[config.mk]
export PLATFORM = sky130hd
export DESIGN_NAME = mdpp_top
export DESIGN_NICKNAME = d
export VERILOG_FILES = /design/src/hw/mdpp_pkg.sv /design/src/hw/mdpp_top.sv
export SDC_FILE = /design/constraint.sdc
export NUM_CORES = 1
export LEC_CHECK = 0
export ABC_AREA = 1
export BUFFER_PORTS_ARGS = -buffer_cell sky130_fd_sc_hd__buf_2
export CORE_ASPECT_RATIO = 1.4
export CORE_MARGIN = 2
export CORE_UTILIZATION = 60
export DETAILED_ROUTE_END_ITERATION = 12
export HOLD_SLACK_MARGIN = 0.15
export PLACE_DENSITY = 0.84
export SLEW_MARGIN = 20
export SYNTH_ARGS = -nofsm -noshare
export SYNTH_HDL_FRONTEND = slang
export SYNTH_SLANG_ARGS = --single-unit
[constraint.sdc]
create_clock -name ref_clk -period 5.75 [get_ports ref_clk]
set_input_delay 0.2875 -clock ref_clk [delete_from_list [all_inputs] [get_ports ref_clk]]
set_output_delay 0.2875 -clock ref_clk [all_outputs]
set_load 0.05 [all_outputs]
[src/hw/mdpp_pkg.sv]
// package: constants and types for the memory decode and boot-memory port
package mdpp_pkg;
  localparam logic [31:0] MDPP_BOOT1_BASE = 32'h1000_0000;
  localparam logic [31:0] MDPP_IO_BASE = 32'h2000_0000;
  localparam logic [31:0] MDPP_RAM_BASE = 32'h4000_0000;
  localparam logic [31:0] MDPP_RAM_UPPER = 32'h6000_0000;
  localparam logic [31:0] MDPP_SDRAM1_BASE = 32'h7000_0000;
  localparam logic [31:0] MDPP_SPACE_END = 32'h7FFF_FFFF;
  localparam logic [31:0] MDPP_WORD_STEP = 32'h0000_0004;
  localparam int MDPP_ADDR_W = 28;
  localparam int MDPP_SRAM_BANK_LSB = 27;
  localparam int MDPP_SEL_W = 10;
  localparam int MDPP_SEL_BOOT = 0;
  localparam int MDPP_SEL_IO = 2;
  localparam int MDPP_SEL_RAM = 3;
  localparam int MDPP_SEL_SRAM4 = 7;
  localparam int MDPP_SEL_SDRAM = 8;
  localparam int MDPP_CFG_W = 14;
  localparam int MDPP_CFG_RWS = 0;
  localparam int MDPP_CFG_WWS = 4;
  localparam int MDPP_CFG_WIDTH = 8;
  localparam int MDPP_CFG_WEN = 10;
  localparam int MDPP_CFG_RDY_EN = 11;
  localparam int MDPP_CFG_RDY_ASYNC = 12;
  localparam int MDPP_CFG_CORR = 13;
  localparam int MDPP_STRAP_CORR = 2;
  localparam logic [3:0] MDPP_WAIT_MAX = 4'hF;
  localparam logic [1:0] MDPP_WIDTH_8 = 2'h1;
  localparam logic [7:0] MDPP_TRAP_WRITE = 8'h2B;
  localparam logic [7:0] MDPP_TRAP_DECODE = 8'h09;
  localparam logic [2:0] MDPP_LAST_BYTE = 3'h3;
  localparam logic [2:0] MDPP_CHECK_BEAT = 3'h4;
  typedef enum logic [7:0] {
    MDPP_IDLE = 8'h01,
    MDPP_SETUP = 8'h02,
    MDPP_LEAD_IN = 8'h04,
    MDPP_DATA = 8'h08,
    MDPP_STRETCH = 8'h10,
    MDPP_DRAIN = 8'h20,
    MDPP_LEAD_OUT = 8'h40,
    MDPP_FINISH = 8'h80
  } mdpp_state_e;
endpackage

[src/hw/mdpp_top.sv]
// memory address decode, chip selects and boot-memory port sequencer
`timescale 1ns/100ps
module mdpp_top (
  input wire logic ref_clk,
  input wire logic rst_n,
  input wire logic bus_req,
  input wire logic [31:0] bus_addr,
  input wire logic bus_write,
  input wire logic [2:0] bus_burst_len,
  input wire logic [3:0] bus_byte_en,
  input wire logic [31:0] bus_wdata,
  output logic [31:0] bus_rdata,
  output logic bus_done,
  output logic bus_error,
  output logic [7:0] bus_trap_code,
  output logic correction_error,
  input wire logic cfg_load,
  input wire logic [mdpp_pkg::MDPP_CFG_W-1:0] cfg_word_in,
  input wire logic cfg_io_width8,
  input wire logic cfg_ram_width8,
  input wire logic cfg_ram_correction,
  input wire logic cfg_sdram_enable,
  output logic [mdpp_pkg::MDPP_CFG_W-1:0] boot_io_config_word,
  input wire logic [2:0] gpio_strap,
  input wire logic bus_ready_n,
  output logic [mdpp_pkg::MDPP_ADDR_W-1:0] mem_addr,
  input wire logic [31:0] mem_data_in,
  output logic [31:0] mem_data_out,
  output logic mem_data_oe_n,
  input wire logic [7:0] check_bits_in,
  output logic [7:0] check_bits,
  output logic check_bits_oe_n,
  output logic [1:0] boot_bank_select_n,
  output logic io_select_n,
  output logic [4:0] ram_select_n,
  output logic [1:0] sdram_select_n,
  output logic mem_oe_n,
  output logic mem_read,
  output logic mem_write_n
);
  import mdpp_pkg::*;

  function automatic logic [7:0] mdpp_check(input logic [31:0] d);
    logic [7:0] c;
    c = '0;
    for (int j = 0; j < 32; j++) begin
      c[j % 8] = c[j % 8] ^ d[j];
    end
    return c;
  endfunction

  logic [2:0] strap_s1_q, strap_s2_q;
  logic rdy_s1_q, rdy_s2_q, rdy_s3_q;
  logic [31:0] din_s1_q, din_s2_q;
  logic [7:0] cbin_s1_q, cbin_s2_q;
  mdpp_state_e state_q, state_d;
  logic [31:0] addr_q, wd_q;
  logic [MDPP_SEL_W-1:0] sel_d, sel_n_q;
  logic [4:0] cnt_q;
  logic [2:0] beat_q, beat_d, words_q, last_beat;
  logic [3:0] be_q;
  logic [7:0] chk_q;
  logic [1:0] cap_q;
  logic write_q, narrow_q, corr_q, gate_q, boot_q, err_q;
  logic in_space, is_boot, is_io, is_sdram, narrow_d, corr_d, blocked, start;
  logic ready_low, leave_data, data_phase, drive_phase, byte_ok;
  logic [31:0] word_src;

  // pins are asynchronous to ref_clk, two stages before use
  always_ff @(posedge ref_clk) begin
    strap_s1_q <= gpio_strap;
    strap_s2_q <= strap_s1_q;
    din_s1_q <= mem_data_in;
    din_s2_q <= din_s1_q;
    cbin_s1_q <= check_bits_in;
    cbin_s2_q <= cbin_s1_q;
  end

  always_ff @(posedge ref_clk) begin
    if (!rst_n) begin
      rdy_s1_q <= 1'b1;
      rdy_s2_q <= 1'b1;
      rdy_s3_q <= 1'b1;
    end else begin
      rdy_s1_q <= bus_ready_n;
      rdy_s2_q <= rdy_s1_q;
      rdy_s3_q <= rdy_s2_q;
    end
  end

  // extra stage in asynchronous mode trades one cycle for more settling
  assign ready_low = boot_io_config_word[MDPP_CFG_RDY_ASYNC] ? !rdy_s3_q : !rdy_s2_q;

  // straps are caught on every reset edge, so they must stand through reset
  always_ff @(posedge ref_clk) begin
    if (!rst_n) begin
      boot_io_config_word <= '0;
      boot_io_config_word[MDPP_CFG_RWS +: 4] <= MDPP_WAIT_MAX;
      boot_io_config_word[MDPP_CFG_WWS +: 4] <= MDPP_WAIT_MAX;
      boot_io_config_word[MDPP_CFG_WIDTH +: 2] <= strap_s2_q[1:0];
      boot_io_config_word[MDPP_CFG_CORR] <= strap_s2_q[MDPP_STRAP_CORR];
      boot_io_config_word[MDPP_CFG_WEN] <= 1'b0;
    end else if (cfg_load) begin
      boot_io_config_word <= cfg_word_in;
    end
  end

  // address decode
  assign in_space = bus_addr <= MDPP_SPACE_END;
  assign is_boot = bus_addr < MDPP_IO_BASE;
  assign is_io = !is_boot && bus_addr < MDPP_RAM_BASE;
  assign is_sdram = cfg_sdram_enable && bus_addr >= MDPP_RAM_UPPER && in_space;

  always_comb begin
    sel_d = '0;
    if (is_boot) begin
      sel_d[MDPP_SEL_BOOT] = bus_addr < MDPP_BOOT1_BASE;
      sel_d[MDPP_SEL_BOOT + 1] = bus_addr >= MDPP_BOOT1_BASE;
    end else if (is_io) begin
      sel_d[MDPP_SEL_IO] = 1'b1;
    end else if (is_sdram) begin
      sel_d[MDPP_SEL_SDRAM] = bus_addr < MDPP_SDRAM1_BASE;
      sel_d[MDPP_SEL_SDRAM + 1] = bus_addr >= MDPP_SDRAM1_BASE;
    end else if (in_space && bus_addr < MDPP_RAM_UPPER) begin
      sel_d[MDPP_SEL_RAM + int'(bus_addr[MDPP_SRAM_BANK_LSB +: 2])] = 1'b1;
    end else if (in_space && bus_addr < MDPP_SDRAM1_BASE) begin
      sel_d[MDPP_SEL_SRAM4] = 1'b1;
    end
  end

  always_comb begin
    if (is_boot) begin
      narrow_d = boot_io_config_word[MDPP_CFG_WIDTH +: 2] == MDPP_WIDTH_8;
      corr_d = boot_io_config_word[MDPP_CFG_CORR];
    end else if (is_io) begin
      narrow_d = cfg_io_width8;
      corr_d = 1'b0;
    end else begin
      narrow_d = cfg_ram_width8 && !is_sdram;
      corr_d = cfg_ram_correction;
    end
  end

  assign blocked = is_boot && bus_write && !boot_io_config_word[MDPP_CFG_WEN];
  // done is still high in the cycle a requester drops its request
  assign start = state_q == MDPP_IDLE && bus_req && !bus_done;
  assign last_beat = !narrow_q ? 3'h0 : (corr_q ? MDPP_CHECK_BEAT : MDPP_LAST_BYTE);
  assign leave_data = (state_q == MDPP_DATA && cnt_q == 5'h0_0 && !gate_q) ||
                      (state_q == MDPP_STRETCH && ready_low);

  always_comb begin
    state_d = state_q;
    beat_d = beat_q;
    unique case (state_q)
      MDPP_IDLE: if (start) state_d = MDPP_SETUP;
      MDPP_SETUP: state_d = err_q ? MDPP_FINISH : (write_q ? MDPP_LEAD_IN : MDPP_DATA);
      MDPP_LEAD_IN: state_d = MDPP_DATA;
      MDPP_DATA: begin
        if (cnt_q == 5'h0_0) begin
          state_d = gate_q ? MDPP_STRETCH : (write_q ? MDPP_LEAD_OUT : MDPP_DRAIN);
        end
      end
      MDPP_STRETCH: if (ready_low) state_d = write_q ? MDPP_LEAD_OUT : MDPP_DRAIN;
      MDPP_DRAIN: begin
        if (cap_q[1]) begin
          if (beat_q == last_beat) begin
            state_d = MDPP_FINISH;
          end else begin
            state_d = MDPP_DATA;
            beat_d = beat_q + 3'h1;
          end
        end
      end
      MDPP_LEAD_OUT: begin
        if (beat_q == last_beat) begin
          state_d = MDPP_FINISH;
        end else begin
          state_d = MDPP_LEAD_IN;
          beat_d = beat_q + 3'h1;
        end
      end
      MDPP_FINISH: begin
        state_d = (words_q != 3'h0 && !err_q) ? MDPP_SETUP : MDPP_IDLE;
        beat_d = 3'h0;
      end
      default: state_d = MDPP_IDLE;
    endcase
  end

  always_ff @(posedge ref_clk) begin
    if (!rst_n) begin
      state_q <= MDPP_IDLE;
      beat_q <= 3'h0;
    end else begin
      state_q <= state_d;
      beat_q <= beat_d;
    end
  end

  // access attributes, held across a burst except the address and word count, which step per word
  always_ff @(posedge ref_clk) begin
    if (!rst_n) begin
      addr_q <= '0;
      be_q <= '0;
      words_q <= '0;
      write_q <= 1'b0;
      narrow_q <= 1'b0;
      corr_q <= 1'b0;
      gate_q <= 1'b0;
      boot_q <= 1'b0;
      err_q <= 1'b0;
      bus_trap_code <= '0;
    end else if (start) begin
      addr_q <= bus_addr;
      be_q <= bus_byte_en;
      words_q <= bus_burst_len;
      write_q <= bus_write;
      narrow_q <= narrow_d;
      corr_q <= corr_d;
      gate_q <= is_boot && boot_io_config_word[MDPP_CFG_RDY_EN];
      boot_q <= is_boot;
      err_q <= blocked || !in_space;
      bus_trap_code <= blocked ? MDPP_TRAP_WRITE : (in_space ? 8'h00 : MDPP_TRAP_DECODE);
    end else if (state_q == MDPP_FINISH && words_q != 3'h0) begin
      addr_q <= addr_q + MDPP_WORD_STEP;
      words_q <= words_q - 3'h1;
    end
  end

  // chip selects stand for the whole access or burst
  always_ff @(posedge ref_clk) begin
    if (!rst_n) begin
      sel_n_q <= '1;
    end else if (start) begin
      sel_n_q <= (blocked || !in_space) ? '1 : ~sel_d;
    end else if (state_d == MDPP_IDLE) begin
      sel_n_q <= '1;
    end
  end
  assign boot_bank_select_n = sel_n_q[MDPP_SEL_BOOT +: 2];
  assign io_select_n = sel_n_q[MDPP_SEL_IO];
  assign ram_select_n = sel_n_q[MDPP_SEL_RAM +: 5];
  assign sdram_select_n = sel_n_q[MDPP_SEL_SDRAM +: 2];

  // wait counter: twice the programmed value on the boot port only
  always_ff @(posedge ref_clk) begin
    if (!rst_n) begin
      cnt_q <= '0;
    end else if (state_d == MDPP_DATA && state_q != MDPP_DATA) begin
      if (write_q) begin
        cnt_q <= boot_q ? {boot_io_config_word[MDPP_CFG_WWS +: 4], 1'b0} : 5'h0_0;
      end else begin
        cnt_q <= (boot_q ? {boot_io_config_word[MDPP_CFG_RWS +: 4], 1'b0} : 5'h0_0) + 5'h0_1;
      end
    end else if (state_q == MDPP_DATA && cnt_q != 5'h0_0) begin
      cnt_q <= cnt_q - 5'h0_1;
    end
  end

  // external strobes, registered from the next state
  assign data_phase = state_d == MDPP_DATA || state_d == MDPP_STRETCH;
  assign drive_phase = write_q && (data_phase || state_d == MDPP_LEAD_IN || state_d == MDPP_LEAD_OUT);
  // without correction a narrow store only strobes the bytes it needs
  assign byte_ok = !narrow_q || corr_q || beat_q == MDPP_CHECK_BEAT || be_q[~beat_q[1:0]];
  always_ff @(posedge ref_clk) begin
    if (!rst_n) begin
      mem_oe_n <= 1'b1;
      mem_read <= 1'b0;
      mem_write_n <= 1'b1;
      mem_data_oe_n <= 1'b1;
      check_bits_oe_n <= 1'b1;
      mem_addr <= '0;
    end else begin
      mem_oe_n <= !(data_phase && !write_q);
      // a new request is not in write_q yet at its take edge
      mem_read <= (start ? !bus_write && in_space : !write_q && !err_q) &&
                  state_d != MDPP_IDLE && state_d != MDPP_FINISH;
      mem_write_n <= !(data_phase && write_q && byte_ok && !err_q);
      mem_data_oe_n <= !drive_phase;
      check_bits_oe_n <= !(drive_phase && !narrow_q);
      mem_addr <= narrow_q ? {addr_q[MDPP_ADDR_W-1:2], 2'b00} + MDPP_ADDR_W'(beat_d)
                           : addr_q[MDPP_ADDR_W-1:0];
    end
  end

  assign word_src = beat_q == 3'h0 ? bus_wdata : wd_q;
  always_ff @(posedge ref_clk) begin
    if (!rst_n) begin
      wd_q <= '0;
      mem_data_out <= '0;
      check_bits <= '0;
    end else if (state_q == MDPP_LEAD_IN) begin
      wd_q <= word_src;
      check_bits <= mdpp_check(word_src);
      if (!narrow_q) begin
        mem_data_out <= word_src;
      end else if (beat_q == MDPP_CHECK_BEAT) begin
        mem_data_out <= {mdpp_check(word_src), 24'h00_0000};
      end else begin
        mem_data_out <= {word_src[{~beat_q[1:0], 3'b000} +: 8], 24'h00_0000};
      end
    end
  end

  // read capture two cycles after the last data cycle, matching the pin stages
  always_ff @(posedge ref_clk) begin
    if (!rst_n) begin
      cap_q <= '0;
      bus_rdata <= '0;
      chk_q <= '0;
    end else begin
      cap_q <= {cap_q[0], leave_data && !write_q};
      if (cap_q[1] && !narrow_q) begin
        bus_rdata <= din_s2_q;
        chk_q <= cbin_s2_q;
      end else if (cap_q[1] && beat_q == MDPP_CHECK_BEAT) begin
        chk_q <= din_s2_q[31:24];
      end else if (cap_q[1]) begin
        bus_rdata[{~beat_q[1:0], 3'b000} +: 8] <= din_s2_q[31:24];
      end
    end
  end

  always_ff @(posedge ref_clk) begin
    if (!rst_n) begin
      bus_done <= 1'b0;
      bus_error <= 1'b0;
      correction_error <= 1'b0;
    end else begin
      bus_done <= state_q == MDPP_FINISH;
      bus_error <= state_q == MDPP_FINISH && err_q;
      correction_error <= state_q == MDPP_FINISH && !err_q && !write_q && corr_q &&
                          mdpp_check(bus_rdata) != chk_q;
    end
  end

  // helper: length of each enable-low stretch
  logic [5:0] oe_len_q;
  always_ff @(posedge ref_clk) begin
    if (!rst_n || mem_oe_n) oe_len_q <= '0;
    else oe_len_q <= oe_len_q + 6'h01;
  end
endmodule // mdpp_top

-- Yosys cells after proc, flatten, opt, wreduce, memory -nomap -nowiden
Index checks and enable logic that the tools add are counted.
W data, S select, Z words.
- add/sub/neg operators: 8
- $lt $le $gt $ge: 12
- eq/ne operators: 22
- shifts and indexed selects: 3
- multiplexer cells: 64
- bitwise gates (word level): 50
- reduce and logical (&&, ||, !) cells: 71
- operator list (operator ; number):
    $mux W32 ; 8
    $lt A32 B31 Y1 const B ; 3
    $mux W8 ; 12
    $ge A32 B31 Y1 const B ; 2
    $pmux W8 S8 ; 1
    $xor A1 B1 Y1 ; 48
    $logic_and A1 B1 Y1 ; 37
    $add A32 B3 Y32 const B ; 1
    $bwmux W32 ; 1
    $ge A32 B29 Y1 const B ; 1
    $le A32 B31 Y1 const B ; 1
    $lt A32 B29 Y1 const B ; 1
    $lt A32 B30 Y1 const B ; 1
    $shift A8 B7 Y32 const A ; 1
    $shiftx A32 B6 Y8 ; 1
    $shiftx A8 B7 Y32 ; 1
    $mux W10 ; 3
    $add A28 B3 Y28 ; 1
    $mux W14 ; 2
    $mux W28 ; 1
    $mux W5 ; 5
    $mux W7 ; 3
    $mux W3 ; 6
    $eq A8 B1 Y1 const B ; 2
    other kinds (42) ; 87
- register bits after elaboration: 332
- input port bits: 138
- output and inout port bits: 140
- word-level logic and storage cells: 270

-- Depth between registers and ports, before layout
Gate-level depths: netlist (run 1).
- depth in word-level cells: 13
- mapped depth: 21
- mapped depth without buffers: 21

-- Worst setup path after synthesis (run 1)
No wires, ideal clock.
- path type: register to register
- start point: reg beat_q[0]
- end point: reg mem_addr[26] (netlist bit)
- setup time: 0.120 ns
- arrival time: 2.765 ns
- data required time: 5.630 ns
- slack: 2.866 ns
- cell stages (with the launch flop): 19
- buffers on the path: 2
- clock period less this slack: 2.884 ns
- cell sequence: dfxtp_1 > ha_1 > clkbuf_1 > clkbuf_1 > nand2_1 > nor2_1 > o21ai_0 > nand2_1 > ha_1 > ha_1 > nand2_1 > nor2_1 > nand2_1 > nor2_2 > inv_1 > nor2_2 > nand3_1 > o21ai_0 > a21oi_1
- word-level cells in the longest chain between the ends: 6
- elaborated cells between the ends (all ways): 7
- classes of those cells: add/sub: 2; eq/ne: 1; mux: 4
- RTL lines (what ; RTL line ; RTL):
    start, declared ; mdpp_top.sv:60 ; logic [2:0] beat_q, beat_d, words_q, last_beat;
    start signal, assigned ; mdpp_top.sv:196 ; beat_q <= beat_d;
    $add A3 B1 Y3 or $eq A3 B3 Y1 (tied branches) ; -- ;
    $mux W3 (*) ; mdpp_top.sv:166, mdpp_top.sv:175 ;
    $mux W3 ; mdpp_top.sv:165 ; if (cap_q[1]) begin
    $pmux W3 S3 (*) ; mdpp_top.sv:154 ; unique case (state_q)
    net beat_d[2] ; mdpp_top.sv:60 ;
    $add A28 B3 Y28 (*) ; mdpp_top.sv:281 ; mem_addr <= narrow_q ? {addr_q[MDPP_ADDR_W-1:2], 2'b00} + MDPP_ADDR_W'(beat_d)
    $mux W28 (*) ; mdpp_top.sv:281 ;
    end signal, assigned ; mdpp_top.sv:281 ;
    end, declared ; mdpp_top.sv:26 ; output logic [mdpp_pkg::MDPP_ADDR_W-1:0] mem_addr,
Mark *: on every way through the listed nets, which the timed path passes. The rest lies on a longest branch.
A chain may end at the register's enable or synchronous reset.

-- Final worst setup path (run 1)
- start point: reg narrow_q
- end point: reg bus_rdata[1]
- word-level cells in the longest chain between the ends: 4
- elaborated cells between the ends (all ways): 6
- classes of those cells: eq/ne: 1; mux: 1; reduce/logical: 4
- RTL lines (what ; RTL line ; RTL):
    start, declared ; mdpp_top.sv:64 ; logic write_q, narrow_q, corr_q, gate_q, boot_q, err_q;
    start signal, assigned ; mdpp_top.sv:218 ; narrow_q <= narrow_d;
    $logic_not A1 Y1 (*) ; mdpp_top.sv:313 ; if (cap_q[1] && !narrow_q) begin
    $logic_and A1 B1 Y1 (*) ; mdpp_top.sv:313 ;
    $ne A2 B2 Y1 (no line) or $reduce_bool A2 Y1 (tied branches) ; -- ;
    $reduce_and A2 Y1 (no line) ; -- ;
    end signal, assigned ; mdpp_top.sv:314 ; bus_rdata <= din_s2_q;
    end signal, assigned by index ; mdpp_top.sv:319 ; bus_rdata[{~beat_q[1:0], 3'b000} +: 8] <= din_s2_q[31:24];
    end, declared ; mdpp_top.sv:12 ; output logic [31:0] bus_rdata,
Mark *: on every way between the ends. The rest lies on a longest branch, timed or not.

==> results of run 1 <==
metal layers:
metal	routed length (um)	vias to the layer above
met5	11	-
li1	-	6883
met1	17000	6638
met3	3340	209
met4	2710	2
met2	22400	772
layout make-up:
type | instances | share of cell area (%)
sequential | 321 | 37.0
clock buffer | 36 | 4.67
multi-input combinational | 1317 | 36.7
clock inverter | 20 | 1.48
inverter | 187 | 4.04
tap | 306 | 2.19
timing repair buffer | 380 | 13.9
synthesized netlist by cell type, drive strengths merged, types with 5 or more instances:
library cell  instances  area [um^2]
a21oi               145          726
a31oi                19          119
o211ai                8         60.1
or2                   8         50.1
xnor2                19          166
a22o                  5         43.8
nor2                167          674
nand3               165          846
nand3b                7         52.6
nor3                 26          141
xor2                 22          193
o21ai               129          657
a211oi                9         67.6
nand2               495         1860
buf                  45          254
ha                   16          200
nand4                34          213
o22a                  6         52.6
clkbuf               42          158
mux2i                11          110
dfxtp               318         6370
o22ai                10         62.6
inv                 184          691
cell families (layout without fill, tap and decap cells):
kind of cell | Yosys count | in the layout | share of synthesized area (%)
multiplexers | 11 | 11 | 0.789
AND/OR/NAND/NOR | 905 | 905 | 27.6
XOR/XNOR | 41 | 41 | 2.57
buffers and inverters | 274 | 623 | 7.97
flip-flops | 321 | 321 | 46.2
adder cells (fa/ha/maj) | 16 | 16 | 1.43
other | 1 | 4 | 0.0269
AO/OA/AOI/OAI | 340 | 340 | 13.3
power by group:
group / switching (mW) / leakage [nW] / internal [mW]
sequential: 0.0656 / 2.64 / 2.32
clock: 0.930 / 0.501 / 1.21
combinational: 0.413 / 4.87 / 0.204
total: 1.41 / 8.02 / 3.73
worst max-delay path, cell delays in order, from the launching register on:
cell	delay [ps]
dfxtp_1	500
inv_2	650
nand2_1	640
inv_1	1000
nand2_1	160
o21ai_0	180
o21ai_0	160
a21oi_1	170
cell usage in the layout (no fill, tap or decap), drive strengths merged, types with 3 or more instances in the layout:
master       count
edfxtp           3
nor2           167
nor3            26
nand2          495
conb             4
buf            278
a211oi           9
a22o             5
o211ai           8
o22ai           10
a31oi           19
o22a             6
o21ai          129
dlygate4sd3    102
clkbuf          36
xnor2           19
bufinv           4
ha              16
dfxtp          318
or2              8
xor2            22
a21oi          145
clkinv          11
clkinvlp         7
nand3b           7
nand3          165
mux2i           11
nand4           34
inv            185
sequential cells by signal, indices dropped and copies added (netlist names), 4 cells and up:
name                 flops
bus_rdata               32
din_s1_q                32
din_s2_q                32
mem_data_out            32
wd_q                    32
addr_q                  28
mem_addr                28
boot_io_config_word     14
sel_n_q                 10
cbin_s1_q                8
cbin_s2_q                8
check_bits               8
chk_q                    8
state_q                  8
cnt_q                    5
be_q                     4
final timing paths:
check,slack (ps),startpoint,cells past startpoint,to
hold / removal,170,bus_wdata[26],5,wd_q[26]
setup / recovery,2180,narrow_q,7,bus_rdata[1]
setup reg to reg,2180,narrow_q,7,bus_rdata[1]
hold reg to reg,320,din_s1_q[27],0,din_s2_q[27]
metrics by stage:
step	hold WS, ps	worst slack (ps)	cell area [um^2]
2_1_floorplan	310	2870	14000
3_3_place_gp	310	2500	15400
3_5_place_dp	312	2370	15400
4_1_cts	152	2330	17400
5_1_grt	175	1960	17400
6_report	165	2180	17400
==> results.json, run 1 <==
{
  "fin_nets": 2391,
  "postCtsSetupRepairBufs": 0,
  "hold_viol_final": 0,
  "gr-total-overflow": 0,
  "gp_congestion": 0.971,
  "cts-buffers-inserted": 30,
  "dp.cells": 2409,
  "diodes": 0,
  "drtPass1Iterations": 5,
  "stdcell_count": 2567,
  "io_pins": 278,
  "num_vias": 14500,
  "clk_pin_slew_ps": 70,
  "syn2layout_area_growth_pct": 25.0,
  "syn_area_um2": 14000,
  "min_period_ps": 3570,
  "coreArea_um2": 23000,
  "max_slew_margin_pct": 27.8,
  "critPathMaxFanout": 35,
  "critPathKind": "register to register",
  "cts-htree-levels": 1,
  "routed_wl_mm": 45.5,
  "tightest_slew_ps": 1080,
  "finalPower_mw": 5.14,
  "synthCells": 1909,
  "clockBufferDepth": 3,
  "seq_area_frac_synth_pct": 46.2,
  "status": "completed",
  "wire_per_inst_um": 17.7,
  "grt_setup_unrepaired": "no",
  "cp_data_required_time_ps": 6250,
  "dpl.hpwl_mm": 28.3,
  "dieArea_um2": 24500,
  "n_fill_cell": 1698,
  "vias_per_cell": 5.65,
  "end_kind": "register",
  "post-route-util_pct": 75.7,
  "drive_gt1_share_pct": 16.4,
  "antenna_found_initial": 1,
  "final.period_utilization_pct": 62.0,
  "root_buffer": "clkbuf_16",
  "slew_viol_final": 0,
  "die_x_um": 133,
  "ir_worst_vdd_v": 0.000308,
  "cts_tree": "done",
  "clock_sinks": 321,
  "drtIter0Drc": 1093,
  "skew_ps": 21.2,
  "fmax_ghz": 0.280,
  "ys_ff_latch": 321,
  "ant_nets": 0,
  "ys_types": 48,
  "synth_edf_count": 3,
  "grt_pass1_wl_mm": 70.8,
  "io_buffers": 273,
  "grt_max_degree": 81,
  "maxCapViolations": 0,
  "cp.arrival_ps": 4060,
  "die_h_um": 185,
  "syn-mean-instance-area_um2": 7.31,
  "grt_pass1_vias": 13900,
  "power_density_nw_per_um2": 294,
  "worstSetupStartpointType": "register",
  "setup_violations": 0,
  "groute.usage.overall_pct": 35.7,
  "yosys_warnings": 0,
  "cts_resized": 0,
  "multi_input_area_um2": 6410,
  "top_usage_layer": "met2",
  "gr-usage-met2_pct": 62.8,
  "use_met3_pct": 5.42,
  "final-seq-area_um2": 6460,
  "synth-main-ff-cell": "dfxtp_1",
  "hold_class": "input pin to register",
  "finalSetupTns_ps": 0,
  "drcViolationCount": 0,
  "leakage_nw": 8.02,
  "ctsHoldBuffers": 102,
  "synthArstFlopShare_pct": 0,
  "rows": 66,
  "use_met1_pct": 41.4,
  "clock_latency_ps": 590,
  "start_util_pct": 60.6
}
Note: power is estimated with default switching activity, not from simulation.
==> run 2: changes to the inputs <==
--- a/config.mk
+++ b/config.mk
@@ -9,10 +9,10 @@
 export BUFFER_PORTS_ARGS = -buffer_cell sky130_fd_sc_hd__buf_2
 export CORE_ASPECT_RATIO = 1.4
 export CORE_MARGIN = 2
-export CORE_UTILIZATION = 60
+export CORE_UTILIZATION = 55
 export DETAILED_ROUTE_END_ITERATION = 12
 export HOLD_SLACK_MARGIN = 0.15
-export PLACE_DENSITY = 0.84
+export PLACE_DENSITY = 0.78
 export SLEW_MARGIN = 20
 export SYNTH_ARGS = -nofsm -noshare
 export SYNTH_HDL_FRONTEND = slang
==> constraint.sdc (replaced) <==
create_clock -name ref_clk -period 3.71 [get_ports ref_clk]
set_input_delay 0.1855 -clock ref_clk [delete_from_list [all_inputs] [get_ports ref_clk]]
set_output_delay 0.1855 -clock ref_clk [all_outputs]
set_load 0.05 [all_outputs]
==> run 2 against run 1 <==
Clock power rose by 59%; fmax rose by 17%; wire length fell by 1.9%; sequential power rose by 55%; global-route usage fell by 3.5 points; clock skew fell by 11 ps; highest routed layer is now met4; flip-flop and latch count did not move; count of clock-buffer cells in the layout rose by 2.
==> results.json, run 2 (synthesis results as in run 1) <==
{
  "root_buffer": "clkbuf_16",
  "cts-htree-levels": 1,
  "grt_pass1_vias": 14100,
  "leakage_nw": 8.26,
  "hold_viol_final": 0,
  "setup_violations": 0,
  "place_ws_ps": 735,
  "maxCapViolations": 0,
  "gp_congestion": 0.981,
  "cp_data_required_time_ps": 4150,
  "io_pins": 278,
  "fmax_ghz": 0.329,
  "end_kind": "register",
  "dpl.hpwl_mm": 29.1,
  "die_x_um": 139,
  "hold_class": "input pin to register",
  "clock_latency_ps": 560,
  "tightest_slew_ps": 968,
  "critPathMaxFanout": 9,
  "fin_ws_ps": 670,
  "rows": 69,
  "fin_nets": 2447,
  "layout_common_cells": "nand2_1, dfxtp_1, buf_2",
  "worstSetupStartpointType": "register",
  "grt_pass1_wl_mm": 70.4,
  "cts-buffers-inserted": 31,
  "io_buffers": 273,
  "clockBufferDepth": 3,
  "diodes": 0,
  "drcViolationCount": 0,
  "ir_worst_vdd_v": 0.000479,
  "finalPower_mw": 8.10,
  "max_slew_margin_pct": 35.5,
  "drive_gt1_share_pct": 16.4,
  "groute.usage.overall_pct": 32.2,
  "slew_viol_final": 0,
  "finalSetupTns_ps": 0,
  "final.period_utilization_pct": 81.9,
  "grt_setup_unrepaired": "no",
  "final_common_cell": "nand2_1",
  "gr-total-overflow": 0,
  "critPathKind": "register to register",
  "ant_nets": 0,
  "n_fill_cell": 1959,
  "cp.arrival_ps": 3480,
  "num_vias": 14400,
  "wire_per_inst_um": 16.9,
  "grt_max_degree": 80,
  "clk_pin_slew_ps": 70,
  "routed_wl_mm": 44.6,
  "hold_ws_ps": 178,
  "min_period_ps": 3040,
  "status": "completed",
  "clock_sinks": 321,
  "drtIter0Drc": 1153,
  "skew_ps": 10.1,
  "coreArea_um2": 25200,
  "vias_per_cell": 5.46,
  "antenna_found_initial": 0,
  "postCtsSetupRepairBufs": 0,
  "start_util_pct": 55.4,
  "die_h_um": 193,
  "drtPass1Iterations": 5,
  "dieArea_um2": 26700,
  "syn2layout_area_growth_pct": 29.1,
  "cts_tree": "done",
  "power_density_nw_per_um2": 449
}
run 2: cell types whose count changed in the layout (fill, tap and decap cells not counted):
cell	change
clkinv_1	+1
clkinv_4	-1
clkinv_2	-1
inv_2	-1
buf_4	+10
dlygate4sd3_1	+45
clkinv_16	-1
nor2_2	-1
clkbuf_16	+1
bufinv_16	+1
inv_8	+1
nor2_1	+1
clkbuf_8	+1
run 2: critical path, stage by stage (launching register included):
cell     delay [ps]
dfxtp_1         490
nand2_1         150
o21ai_0         240
nand2_1         180
a21oi_1         150
o21ai_0         110
nand2_1          90
ha_1            170
ha_1            160
nand2_1          70
nor2_1          150
nand2_1         200
nor2_2          190
inv_1            70
nor2_2          160
nand2_1          90
o21ai_0         190
a21oi_1          60
run 2: layout make-up:
class,instances,area (um^2),area share [%]
clock buffers,38,853,4.73
clock inverters,19,255,1.42
inverters,187,706,3.92
multi-input cells,1317,6400,35.5
flip-flops and latches,321,6460,35.8
well taps,319,399,2.21
repair buffers,435,2950,16.4
run 2: per-layer routing:
metal	vias up	wire (um)	GRT usage [%]	part of all wire, %
met2	652	22400	59.1	50
met1	6554	16800	36.8	38
met3	169	2950	4.12	6.6
met5	-	0	0	0
li1	7008	-	-	-
met4	0	2470	16.6	5.5
run 2: through the flow:
step | instance area [um^2] | std cells | utilization [%]
6_report | 18000 | 2636 | 71.5
5_1_grt | 18000 | 2636 | 71.5
4_1_cts | 18000 | 2636 | 71.5
3_5_place_dp | 15400 | 2432 | 61.3
3_3_place_gp | 15400 | 2432 | 61.3
2_1_floorplan | 14000 | 1912 | -
run 2: path summary, 6_finish.rpt:
check / start / to / slack (ps) / depth (start not counted)
max: beat_q[0] / mem_addr[22] / 670 / 17
min: bus_wdata[31] / wd_q[31] / 180 / 5
max reg2reg: beat_q[0] / mem_addr[22] / 670 / 17
min reg2reg: din_s1_q[30] / din_s2_q[30] / 320 / 0
run 2: timing repair:
item / in CTS / in global routing
gates resized for setup: 0 / 0
hold endpoints to repair: 149 / 0
endpoints found under the setup margin: 0 / 0
hold buffers: 147 / 0
run 2: power breakdown:
part / total (mW) / internal [mW] / leakage, nW / switching (mW)
sequential: 3.69 / 3.59 / 2.64 / 0.0947
combinational: 1.01 / 0.354 / 5.10 / 0.655
clock: 3.40 / 1.99 / 0.522 / 1.41
total: 8.10 / 5.94 / 8.26 / 2.16
